--- src/sbs_cfg.svh ---
// Offsets, field positions and reset values of the secondary status and memory window registers
`ifndef SBS_CFG_SVH
`define SBS_CFG_SVH

// Configuration space byte offsets
`define SBS_OFF_SEC_STATUS 8'h1e
`define SBS_OFF_MEM_BASE 8'h20
`define SBS_OFF_MEM_LIMIT 8'h22

// Secondary status field positions
`define SBS_BIT_SIGNALLED_TARGET_ABORT_FLAG 11
`define SBS_BIT_DEVSEL_HI 10
`define SBS_BIT_DEVSEL_LO 9
`define SBS_BIT_MDATA_PAR 8
`define SBS_BIT_FAST_B2B 7
`define SBS_BIT_RSVD6 6
`define SBS_BIT_HIGH_FREQ 5

// Fixed read-only values
`define SBS_DEVSEL_TIMING 2'h1
`define SBS_FAST_B2B_VAL 1'h1

// Memory window register layout
`define SBS_WIN_FIELD_HI 15
`define SBS_WIN_FIELD_LO 4
`define SBS_WIN_RW_MASK 16'hfff0
`define SBS_MEM_BASE_RST 16'h0000
`define SBS_MEM_LIMIT_RST 16'h0000
`define SBS_WIN_BASE_FILL 20'h00000
`define SBS_WIN_LIMIT_FILL 20'hfffff

`endif

--- src/sbs_pkg.sv ---
// Types shared by the secondary status and memory window register bank
package sbs_pkg;

  // One configuration space access, 16-bit register wide
  typedef struct packed {
    logic wr;
    logic rd;
    logic [7:0] addr;
    logic [1:0] be;
    logic [15:0] wdata;
  } sbs_cfg_req_t;

  // One upstream memory request to be checked against the window
  typedef struct packed {
    logic valid;
    logic [31:0] addr;
  } sbs_mem_req_t;

  // Events seen on the secondary PCI interface
  typedef struct packed {
    logic tgt_abort_signalled;
    logic bus_master;
    logic perr_driven_on_read;
    logic perr_seen_on_write;
  } sbs_bus_evt_t;

endpackage : sbs_pkg

--- src/sbs_regbank.sv ---
// Secondary bus status flags and memory window base and limit registers
`timescale 1ns/1ps
`default_nettype none
`include "sbs_cfg.svh"

// What this block does
// Set target-abort-signalled flag, bit 11, when bridge target-aborts on secondary bus.
// Device-select timing, bits 10:9, reads fixed 01b: medium-speed decode.
// Set master parity flag, bit 8, only as master, parity enabled, PERR seen.
// Fast back-to-back bit 7 reads fixed 1b.
// Status bits 6 and 4:0 are reserved and read as zero.
// Bit 5 shows the 66-MHz enable pin level; bus clock at most 66 MHz.
// Event flags stay set until software writes one; writing zero keeps them.
// Window base field bits 15:4 is read/write, address bits 31:20.
// Base compare treats the low 20 address bits as zeros.
// Base bits 3:0 read zero; register resets to 0000h.
// Base is the lower bound for forwarding memory downstream.
// Limit field gives bits 31:20 of the upper bound; low bits all ones.
module sbs_regbank
  import sbs_pkg::*;
#(
  parameter int ADDR_W = 32,
  parameter int GRAN_BITS = 20
) (
  input wire logic clk,
  input wire logic rst_n,
  input wire sbs_cfg_req_t cfg_req,
  output logic [15:0] cfg_rdata,
  output logic cfg_rvalid,
  output logic cfg_wack,
  input wire sbs_bus_evt_t bus_evt,
  input wire logic parity_response_enable,
  input wire logic high_freq_enable_pin,
  input wire sbs_mem_req_t mem_req,
  output logic fwd_valid,
  output logic fwd_hit,
  output logic signalled_target_abort_flag,
  output logic master_data_parity_flag,
  output logic [11:0] window_base_field,
  output logic [11:0] window_limit_field
);

  localparam int FIELD_W = ADDR_W - GRAN_BITS;

  // The register layout only carries a 12-bit window field
  if (FIELD_W != (`SBS_WIN_FIELD_HI - `SBS_WIN_FIELD_LO + 1)) begin : g_bad_width
    $error("sbs_regbank: ADDR_W - GRAN_BITS must equal the 12-bit window field");
  end

  // The memory request carries a full ADDR_W-bit byte address
  if (ADDR_W != $bits(sbs_mem_req_t) - 1) begin : g_bad_addr
    $error("sbs_regbank: ADDR_W must match the memory request address width");
  end

  // The write mask must cover the window field and nothing else
  if (`SBS_WIN_RW_MASK != 16'(((1 << FIELD_W) - 1) << `SBS_WIN_FIELD_LO)) begin : g_bad_mask
    $error("sbs_regbank: window write mask does not match the field");
  end

  // Reserved nibbles must come out of reset as zero, as software expects
  if ((`SBS_MEM_BASE_RST & ~`SBS_WIN_RW_MASK) != 16'h0000 ||
      (`SBS_MEM_LIMIT_RST & ~`SBS_WIN_RW_MASK) != 16'h0000) begin : g_bad_rst
    $error("sbs_regbank: window reset values must keep bits 3:0 clear");
  end

  // Registers are 16 bits wide, so offsets must be even and distinct
  if ((`SBS_OFF_SEC_STATUS & 8'h01) != 8'h00 || (`SBS_OFF_MEM_BASE & 8'h01) != 8'h00 ||
      (`SBS_OFF_MEM_LIMIT & 8'h01) != 8'h00) begin : g_odd_offset
    $error("sbs_regbank: register offsets must be 16-bit aligned");
  end
  if (`SBS_OFF_MEM_BASE == `SBS_OFF_SEC_STATUS || `SBS_OFF_MEM_LIMIT == `SBS_OFF_SEC_STATUS ||
      `SBS_OFF_MEM_LIMIT == `SBS_OFF_MEM_BASE) begin : g_same_offset
    $error("sbs_regbank: register offsets must differ");
  end

  // Each flag position must index a bit of the 16-bit write data
  if (`SBS_BIT_SIGNALLED_TARGET_ABORT_FLAG > 15 || `SBS_BIT_MDATA_PAR > 15) begin : g_bad_flag_pos
    $error("sbs_regbank: status flag position outside the register");
  end

  // Byte-lane merge of a 16-bit register write
  function automatic logic [15:0] merge16(
    input logic [15:0] old_val,
    input logic [15:0] new_val,
    input logic [1:0] be
  );
    logic [15:0] res;
    res = old_val;
    if (be[0]) begin
      res[7:0] = new_val[7:0];
    end
    if (be[1]) begin
      res[15:8] = new_val[15:8];
    end
    return res;
  endfunction : merge16

  // Write-one-to-clear decode for one status bit, honouring its lane
  function automatic logic w1c_hit(
    input logic [15:0] wdata,
    input logic [1:0] be,
    input int unsigned pos
  );
    logic lane;
    lane = (pos >= 8) ? be[1] : be[0];
    return lane & wdata[pos];
  endfunction : w1c_hit

  // Slot match for one 16-bit register on its byte offset
  function automatic logic slot_hit(
    input logic [7:0] addr,
    input logic [7:0] offset
  );
    return addr == offset;
  endfunction : slot_hit

  // Address decode

  logic sel_status;
  logic sel_base;
  logic sel_limit;
  logic sel_any;
  logic wr_status;
  logic wr_base;
  logic wr_limit;

  // Only the three 16-bit registers answer; other offsets read zero
  assign sel_status = slot_hit(cfg_req.addr, `SBS_OFF_SEC_STATUS);
  assign sel_base = slot_hit(cfg_req.addr, `SBS_OFF_MEM_BASE);
  assign sel_limit = slot_hit(cfg_req.addr, `SBS_OFF_MEM_LIMIT);
  assign sel_any = sel_status | sel_base | sel_limit;
  assign wr_status = cfg_req.wr & sel_status;
  assign wr_base = cfg_req.wr & sel_base;
  assign wr_limit = cfg_req.wr & sel_limit;

  // Status event flags

  logic tabort_set;
  logic tabort_clr;
  logic mpar_set;
  logic mpar_clr;
  logic mpar_perr;

  // Target abort signalled by the bridge as secondary target
  assign tabort_set = bus_evt.tgt_abort_signalled;

  // Master parity needs mastership, enabled response and a PERR event
  assign mpar_perr = bus_evt.perr_driven_on_read | bus_evt.perr_seen_on_write;
  assign mpar_set = bus_evt.bus_master & parity_response_enable & mpar_perr;

  // Only a written one clears; a zero leaves the flag alone
  assign tabort_clr = wr_status & w1c_hit(cfg_req.wdata, cfg_req.be,
                                          `SBS_BIT_SIGNALLED_TARGET_ABORT_FLAG);
  assign mpar_clr = wr_status & w1c_hit(cfg_req.wdata, cfg_req.be,
                                        `SBS_BIT_MDATA_PAR);

  // One sticky flag per status event
  sbs_w1c_flag u_tabort_flag (
    .clk(clk),
    .rst_n(rst_n),
    .set(tabort_set),
    .clr(tabort_clr),
    .flag_q(signalled_target_abort_flag)
  );

  sbs_w1c_flag u_mpar_flag (
    .clk(clk),
    .rst_n(rst_n),
    .set(mpar_set),
    .clr(mpar_clr),
    .flag_q(master_data_parity_flag)
  );

  // Memory window base and limit registers

  logic [15:0] base_q;
  logic [15:0] base_d;
  logic [15:0] limit_q;
  logic [15:0] limit_d;
  logic [15:0] base_wr_val;
  logic [15:0] limit_wr_val;

  // Byte-merged write values; only bits 15:4 take writes, the reserved nibble stays zero
  assign base_wr_val = merge16(base_q, cfg_req.wdata, cfg_req.be) & `SBS_WIN_RW_MASK;
  assign limit_wr_val = merge16(limit_q, cfg_req.wdata, cfg_req.be) & `SBS_WIN_RW_MASK;

  // A register keeps its value unless its own offset is written
  assign base_d = wr_base ? base_wr_val : base_q;
  assign limit_d = wr_limit ? limit_wr_val : limit_q;

  // Window registers
  always_ff @(posedge clk) begin
    if (!rst_n) begin
      base_q <= `SBS_MEM_BASE_RST;
      limit_q <= `SBS_MEM_LIMIT_RST;
    end else begin
      base_q <= base_d;
      limit_q <= limit_d;
    end
  end

  // Field views leave the block straight from the register bits
  assign window_base_field = base_q[`SBS_WIN_FIELD_HI:`SBS_WIN_FIELD_LO];
  assign window_limit_field = limit_q[`SBS_WIN_FIELD_HI:`SBS_WIN_FIELD_LO];

  // Read-back

  logic [15:0] status_rd;
  logic [15:0] rd_mux;
  logic [3:0] upper_status;
  logic [1:0] devsel_timing;
  logic fast_b2b_capable_bit;
  logic reserved_bit6;
  logic high_freq_capable_bit;
  logic [4:0] reserved_low;

  // Upper status bits belong to other logic and read zero here
  assign upper_status = 4'h0;

  // Fixed capability fields never depend on bus state
  assign devsel_timing = `SBS_DEVSEL_TIMING;
  assign fast_b2b_capable_bit = `SBS_FAST_B2B_VAL;

  // Reserved bits are tied low so software always reads zero
  assign reserved_bit6 = 1'b0;
  assign reserved_low = 5'h00;

  // The speed bit follows the pin with no latch, so a changed strap shows on the next read
  assign high_freq_capable_bit = high_freq_enable_pin;

  // Status image from bit 15 down to bit 0
  assign status_rd = {upper_status, signalled_target_abort_flag, devsel_timing,
                      master_data_parity_flag, fast_b2b_capable_bit, reserved_bit6,
                      high_freq_capable_bit, reserved_low};

  // Unmapped offsets return zero rather than an error
  assign rd_mux = sel_status ? status_rd :
                  sel_base ? base_q :
                  sel_limit ? limit_q :
                  16'h0000;

  logic [15:0] rdata_d;
  logic rvalid_d;
  logic wack_d;

  // Read data holds its value between reads
  assign rdata_d = cfg_req.rd ? rd_mux : cfg_rdata;
  assign rvalid_d = cfg_req.rd;
  assign wack_d = cfg_req.wr & sel_any;

  // Configuration answer registers, one cycle after the request
  always_ff @(posedge clk) begin
    if (!rst_n) begin
      cfg_rdata <= 16'h0000;
      cfg_rvalid <= 1'b0;
      cfg_wack <= 1'b0;
    end else begin
      cfg_rdata <= rdata_d;
      cfg_rvalid <= rvalid_d;
      cfg_wack <= wack_d;
    end
  end

  // Downstream forwarding decision

  logic win_hit;
  logic win_above;
  logic win_below;

  sbs_win_cmp #(
    .ADDR_W(ADDR_W),
    .GRAN_BITS(GRAN_BITS)
  ) u_win_cmp (
    .base_field(window_base_field),
    .limit_field(window_limit_field),
    .addr(mem_req.addr),
    .above_base(win_above),
    .below_limit(win_below),
    .hit()
  );

  // Both bounds are inclusive; a limit below the base never hits
  assign win_hit = win_above & win_below;

  logic fwd_valid_d;
  logic fwd_hit_d;

  // Compare uses the window as it stands in the request cycle
  assign fwd_valid_d = mem_req.valid;
  assign fwd_hit_d = mem_req.valid & win_hit;

  // Registered so the decision leaves the block from a flop
  always_ff @(posedge clk) begin
    if (!rst_n) begin
      fwd_valid <= 1'b0;
      fwd_hit <= 1'b0;
    end else begin
      fwd_valid <= fwd_valid_d;
      fwd_hit <= fwd_hit_d;
    end
  end

endmodule : sbs_regbank

`default_nettype wire

--- src/sbs_w1c_flag.sv ---
// Sticky event flag that software clears by writing one
`timescale 1ns/1ps
`default_nettype none

module sbs_w1c_flag (
  input wire logic clk,
  input wire logic rst_n,
  input wire logic set,
  input wire logic clr,
  output logic flag_q
);

  logic flag_d;

  // A set in the same cycle as a clear wins, so no event is lost
  assign flag_d = set | (flag_q & ~clr);

  // Flag storage
  always_ff @(posedge clk) begin
    if (!rst_n) begin
      flag_q <= 1'b0;
    end else begin
      flag_q <= flag_d;
    end
  end

endmodule : sbs_w1c_flag

`default_nettype wire

--- src/sbs_win_cmp.sv ---
// Address range compare for the downstream memory window
`timescale 1ns/1ps
`default_nettype none

module sbs_win_cmp #(
  parameter int ADDR_W = 32,
  parameter int GRAN_BITS = 20
) (
  input wire logic [ADDR_W-GRAN_BITS-1:0] base_field,
  input wire logic [ADDR_W-GRAN_BITS-1:0] limit_field,
  input wire logic [ADDR_W-1:0] addr,
  output logic above_base,
  output logic below_limit,
  output logic hit
);

  // Refuse a granularity that leaves no field bits
  if (GRAN_BITS < 1 || GRAN_BITS >= ADDR_W) begin : g_bad_gran
    $error("sbs_win_cmp: GRAN_BITS must lie between 1 and ADDR_W-1");
  end

  logic [ADDR_W-1:0] base_addr;
  logic [ADDR_W-1:0] limit_addr;

  // Base low bits are zeros, limit low bits are ones
  assign base_addr = {base_field, {GRAN_BITS{1'b0}}};
  assign limit_addr = {limit_field, {GRAN_BITS{1'b1}}};

  // Inclusive bounds; a limit below the base closes the window
  assign above_base = (addr >= base_addr);
  assign below_limit = (addr <= limit_addr);
  assign hit = above_base & below_limit;

endmodule : sbs_win_cmp

`default_nettype wire

--- config.mk ---
export PLATFORM = sky130hd
export DESIGN_NAME = sbs_regbank
export DESIGN_NICKNAME = d
export VERILOG_FILES = /design/src/sbs_pkg.sv /design/src/sbs_regbank.sv /design/src/sbs_w1c_flag.sv /design/src/sbs_win_cmp.sv
export VERILOG_INCLUDE_DIRS = /design/src
export SDC_FILE = /design/constraint.sdc
export NUM_CORES = 1
export LEC_CHECK = 0
export BUFFER_PORTS_ARGS = -buffer_cell sky130_fd_sc_hd__buf_2
export CAP_MARGIN = 0
export CORE_MARGIN = 4
export CORE_UTILIZATION = 42
export DETAILED_ROUTE_END_ITERATION = 10
export PLACE_DENSITY_LB_ADDON = 0.3
export SLEW_MARGIN = 20
export SYNTH_ARGS = -nofsm -noshare
export SYNTH_HDL_FRONTEND = slang
export SYNTH_SLANG_ARGS = --single-unit
--- constraint.sdc ---
create_clock -name clk -period 2.1 [get_ports clk]
set_clock_uncertainty 0.05 [all_clocks]
set_input_delay 0.21 -clock clk [delete_from_list [all_inputs] [get_ports clk]]
set_output_delay 0.21 -clock clk [all_outputs]
set_load 0.02 [all_outputs]
* Word level (Yosys, flattened, before mapping)
Cells that the tools add are included.
** Word-level totals
- Logic and storage cells :: 44
- Flip-flop bits (word level) :: 46
- Input bits :: 69
- Output and inout bits :: 46
** Operators by class
- $lt $le $gt $ge :: 2
- Bitwise gates (word level) :: 21
- Equal/unequal tests :: 3
- Reduce and logical (&&, ||, !) cells :: 4
- Multiplexer cells :: 3
** Operators with widths (number)
- 16-bit two-way mux :: 3
- 32-bit greater-or-equal comparator :: 1
- 32-bit <= comparator :: 1
- 8-bit by 6-bit equality test with 1-bit output (second input constant) :: 2
- 1-bit AND :: 14
- 8-bit by 5-bit equality test with 1-bit output (second input constant) :: 1
- 2-bit AND reduction :: 4
- 1-bit bitwise OR :: 5
- 1-bit inverter :: 2

* Depth between registers and ports, before layout
- Depth after elaboration :: 6
- Gate-level depth with buffers :: 7
- Depth with buffers taken out :: 7

* Hierarchy
From an unflattened synthesis, not the netlist that was laid out.
** Unflattened totals
- Cells, all modules :: 294
- Area total of the unflattened synthesis :: 2646.3 µm²
** Modules (own cells, without submodules)
- sbs_regbank :: instances 1, seq. area each 800.8 µm², cells an instance 187, area an instance 1863.0 µm²
- sbs_win_cmp :: instances 1, seq. area each 0.0 µm², cells an instance 101, area an instance 700.7 µm²
- sbs_w1c_flag :: instances 2, seq. area each 20.0 µm², cells an instance 3, area an instance 41.3 µm²

* Worst setup path before layout
OpenSTA, ideal clock, no wires.
- Kind :: register -> register
- Start point :: reg base_q[7]
- End point :: reg fwd_hit
- Setup time :: 0.079 ns
- Data arrival time :: 2.203 ns
- Stages on the path, launching flop included :: 8
- Slack :: -0.232 ns
- Buffers on the path :: 0
- Cells stage by stage :: dfxtp_1 inv_1 ha_1 or4b_1 nor4_1 a311oi_1 or4_1 a22oi_1
** Between the ends
- Longest elaborated chain between the ends :: 3
** Ends and longest elaborated chain
- from (decl) :: RTL line sbs_regbank.sv:176 : logic [15:0] base_q;
- from (signal assigned) :: RTL line sbs_regbank.sv:194 : base_q <= `SBS_MEM_BASE_RST;
- from (signal assigned) :: RTL line sbs_regbank.sv:197 : base_q <= base_d;
- 32-bit greater-or-equal comparator :: RTL line sbs_win_cmp.sv:30 : assign above_base = (addr >= base_addr);
- 1-bit AND
- 1-bit AND :: RTL line sbs_regbank.sv:290 : assign fwd_hit_d = mem_req.valid & win_hit;
- to (signal assigned) :: RTL line sbs_regbank.sv:299 : fwd_hit <= fwd_hit_d;
- to (decl) :: RTL line sbs_regbank.sv:36 : output logic fwd_hit,
No other way between the ends.
A chain may end at the register's enable or synchronous reset.

* Final worst setup path
Ends and elaborated chain as after synthesis.

==> summary by stage <==
CTS
The number of clock buffers inserted by TritonCTS is 5. Hold repair after CTS inserted 0 buffers. The clock tree from TritonCTS is done.

The buffer type at the clock tree root is clkbuf_8. The clock-pin slew on the worst setup and hold paths is 0.08 ns. For the worst-skew pair, the clock arrives at the later sink with an insertion delay of 0.29 ns. The clock net in this run drives a total of 42 sinks. No sink is reached through more buffers than the 2 on the longest clock path. The H-tree generated during clock tree synthesis spans 2 levels.

Worst setup path
On the worst path, the slowest cell contributes a delay of around 0.44 ns. The cell family contributing the most delay on the critical path is simple AND/OR/NAND/NOR gates. The endpoint class of the critical path is a flop. The critical path buffer and inverter count is 1. The worst setup path is launched from a flop. The cell with the largest stage delay on the worst path is or4b_4. The worst setup path is of the reg -> reg kind.

The required time at the worst-slack endpoint is 2.27 ns. The data arrival time of the critical path is 2.29 ns. The maximum fanout along the worst path is 2. Traced cell by cell, the critical path runs through inv_2, ha_4, or4b_4, nor4_2, a311oi_1, or4_1, a22oi_2.

STA
The final period demand of the worst path is 2.13 ns. The final sum of negative setup slack is -0.0255 ns. Setup repair after global routing could not meet its margin everywhere.

After layout, the worst setup slack is -0.0255 ns. The worst hold slack is 0.0970 ns. The portion of the clock cycle consumed by the worst path in the final layout is 1.01.

Derived from the worst setup path, the maximum achievable clock frequency is between 400 and 500 MHz. The number of setup violations in the final report is 1. The number of hold violations in the final report came to 0. The max-slew violation count came to 0.

Placed design
The placement-stage cell area is 3090 um^2. Port buffering added 106 buffers. Summed over all nets, the half-perimeter wirelength after detailed placement is 5510 um. The final weighted congestion of routability-driven global placement is 0.829.

Die
The area enclosed by the die boundary is 7140 um^2. The core outline area is between 5000 and 6000 um^2. For this design the top-level I/O count stands at about 120. The die extent in y is 84.5 um. The floorplan has 27 rows. The floorplan step set the die width to between 80 and 90 um. The initial core utilization is 0.441.

Yosys
Of the post-synthesis cell area, the dominant cell type holds 0.342. Yosys attributes the largest share of cell area to dfxtp_1 34%, ha_1 12%, mux2i_1 6.5%. The dominant cell type by area after synthesis is dfxtp_1. In this run, synthesis produced a sequential element count of 42. The total standard cell area after synthesis is 2460 um^2.

A synthesized cell averages 8.83 um^2. Synthesis instantiated 40 different standard cells from the library. Synthesis produced 278 cells.

The number of warnings printed during yosys synthesis is 0. The part of the Yosys area used for sequential elements is 0.342.

Cells and area
The post-route cell area is 3220 um^2. Of the cells placed in the final design, the portion with a size suffix greater than 1 is 0.339. The area growth from synthesis to layout is 31.1%.

The antenna cell count is 0. For this run, the post-layout net count is 481.

Detailed routing
The pre-antenna-repair detailed-routing pass consisted of 4 iterations. The routed layout has 2400 vias. In the routed design, unresolved DRC markers number 0. The routed via count divided by cell count is 5.21.

For this block, the routed nets add up to ~6700 um of wire. After the first detailed-routing iteration, the DRC count stood at 117. The detailed-route wire length per cell is ~15 um. The remaining antenna violation count after routing is 0.

Global route
The total routing usage reported by global routing is 0.186. The via count of the first global-routing pass is 2419. The pin count of the biggest net entering global routing is 41.

The first global-routing pass estimated 11000 um of wire. The initial antenna violation count was 0. The total grt overflow is 0.

Power and ir drop
Overall power consumption after layout is estimated at 1.70 mW. In this run the static leakage power is 1.55 nW. The highest ir drop seen on vdd is roughly 340 uV. The total power divided by cell area is around 530 nW/um^2.

Run
The total of max-cap violations is 0.

Outcome
The flow ran to the end, but the final reports show violations. The final reports fail on setup timing.

Hold path
The worst hold-check path type is in -> reg.
==> synthesized netlist by cell type <==
master and instances:
a31oi_1 1, a21o_1 1, nor3_1 3, o22a_1 1, a22oi_1 13, nand2_1 32, mux2i_1 16, a21oi_1 14
nand4_1 12, a21boi_0 10, or4b_1 1, nand3_2 1, a311oi_1 1, and2_1 1, o211ai_1 3, a221oi_1 1
buf_2 2, or4_1 3, conb_1 1, dfxtp_1 42, ha_1 24, a211oi_1 1, nand3_1 6, or3_1 1
or3b_1 1, nor4_4 1, inv_1 25, o21ai_0 7, buf_4 4, and3_1 1, nand3b_1 3, clkbuf_1 9
o211a_1 7, nor2b_1 18, nor2_1 2, nor4_2 1, nor4_1 5, nand4b_1 1, nor4b_4 1, nor4b_2 1
==> where the power goes <==
part	switching, mW	leakage, nW	internal (mW)	total [mW]
sequential	0.00734	0.342	0.811	0.818
combinational	0.135	1.15	0.111	0.246
clock	0.276	0.0524	0.356	0.632
total	0.419	1.55	1.28	1.70
==> per-stage QoR <==
step	setup WS, ns	util	cells
detailed placement	-0.0645	0.554	453
finish	-0.0255	0.578	461
floorplan	0.00865	-	281
global route	-0.115	0.578	461
CTS	-0.0565	0.575	461
global placement	0.0175	0.554	453
==> metal layers <==
layer,global-route usage,wire [um],part of all wire,vias to the layer above
met5,0,0,0,-
met4,0.0432,42,0.0063,0
met3,0.0383,409,0.061,4
met2,0.344,3350,0.50,70
met1,0.221,2900,0.43,1101
li1,-,-,-,1225
==> sequential cells by signal, indices dropped and copies added, names as in the netlist <==
name / cells
base_q: 12
cfg_rdata: 12
limit_q: 12
cfg_rvalid: 1
cfg_wack: 1
fwd_hit: 1
fwd_valid: 1
u_mpar_flag.flag_q: 1
u_tabort_flag.flag_q: 1
==> what timing repair did <==
| action | CTS | global route |
|---|---|---|
| resized for setup | 2 | 3 |
| setup buffers | 0 | 0 |
| endpoints found under the setup margin | 1 | 1 |
==> worst paths after layout <==
path                                 start                         endpoint  slack, ns  cells past startpoint
max                 base_q[7]$_SDFFE_PN0P_               fwd_hit$_SDFF_PN0_      -0.03                      7
min                             bus_evt[3]  u_tabort_flag.flag_q$_SDFF_PN0_        0.1                      3
max reg2reg         base_q[7]$_SDFFE_PN0P_               fwd_hit$_SDFF_PN0_      -0.03                      7
min reg2reg  u_mpar_flag.flag_q$_SDFF_PN0_    u_mpar_flag.flag_q$_SDFF_PN0_       0.43                      2
==> placed cells by master (no fill, tap or decap), types with 2 or more instances in the layout <==
master / n
or4_1: 3
clkbuf_8: 5
dfxtp_1: 41
a21boi_0: 10
nor2_1: 2
nor3_1: 3
a21oi_1: 14
conb_1: 4
nand3b_1: 3
buf_2: 106
nand4_1: 12
buf_4: 9
nor2b_1: 18
nor4_1: 4
o211ai_1: 3
ha_1: 23
o211a_1: 7
clkbuf_1: 2
nand2_1: 32
inv_1: 24
mux2i_1: 16
a22oi_1: 12
nand3_1: 6
o21ai_0: 7
nor4_2: 2
==> cell families after synthesis <==
kind of cell	after synthesis	synth area share
multiplexers	16	0.0652
flip-flops	42	0.342
buffers and inverters	40	0.0683
AO/OA/AOI/OAI	60	0.170
other	1	0.00153
adder cells (fa/ha/maj)	24	0.122
AND/OR/NAND/NOR	95	0.230
==> worst reg2reg max path, stage by stage, from the launching register on <==
cell,delay (ns)
dfxtp_4,0.35
inv_2,0.04
ha_4,0.25
or4b_4,0.44
nor4_2,0.22
a311oi_1,0.11
or4_1,0.43
a22oi_2,0.16
==> area by class of cell <==
type	count	area, um^2
fill	533	2350
multi-input combinational	199	1490
sequential	42	845
timing repair buffer	115	598
inverter	25	93.8
tap	72	90.1
clock buffer	7	76.3
clock inverter	1	30.0
Note: power is estimated with default switching activity, not from simulation.
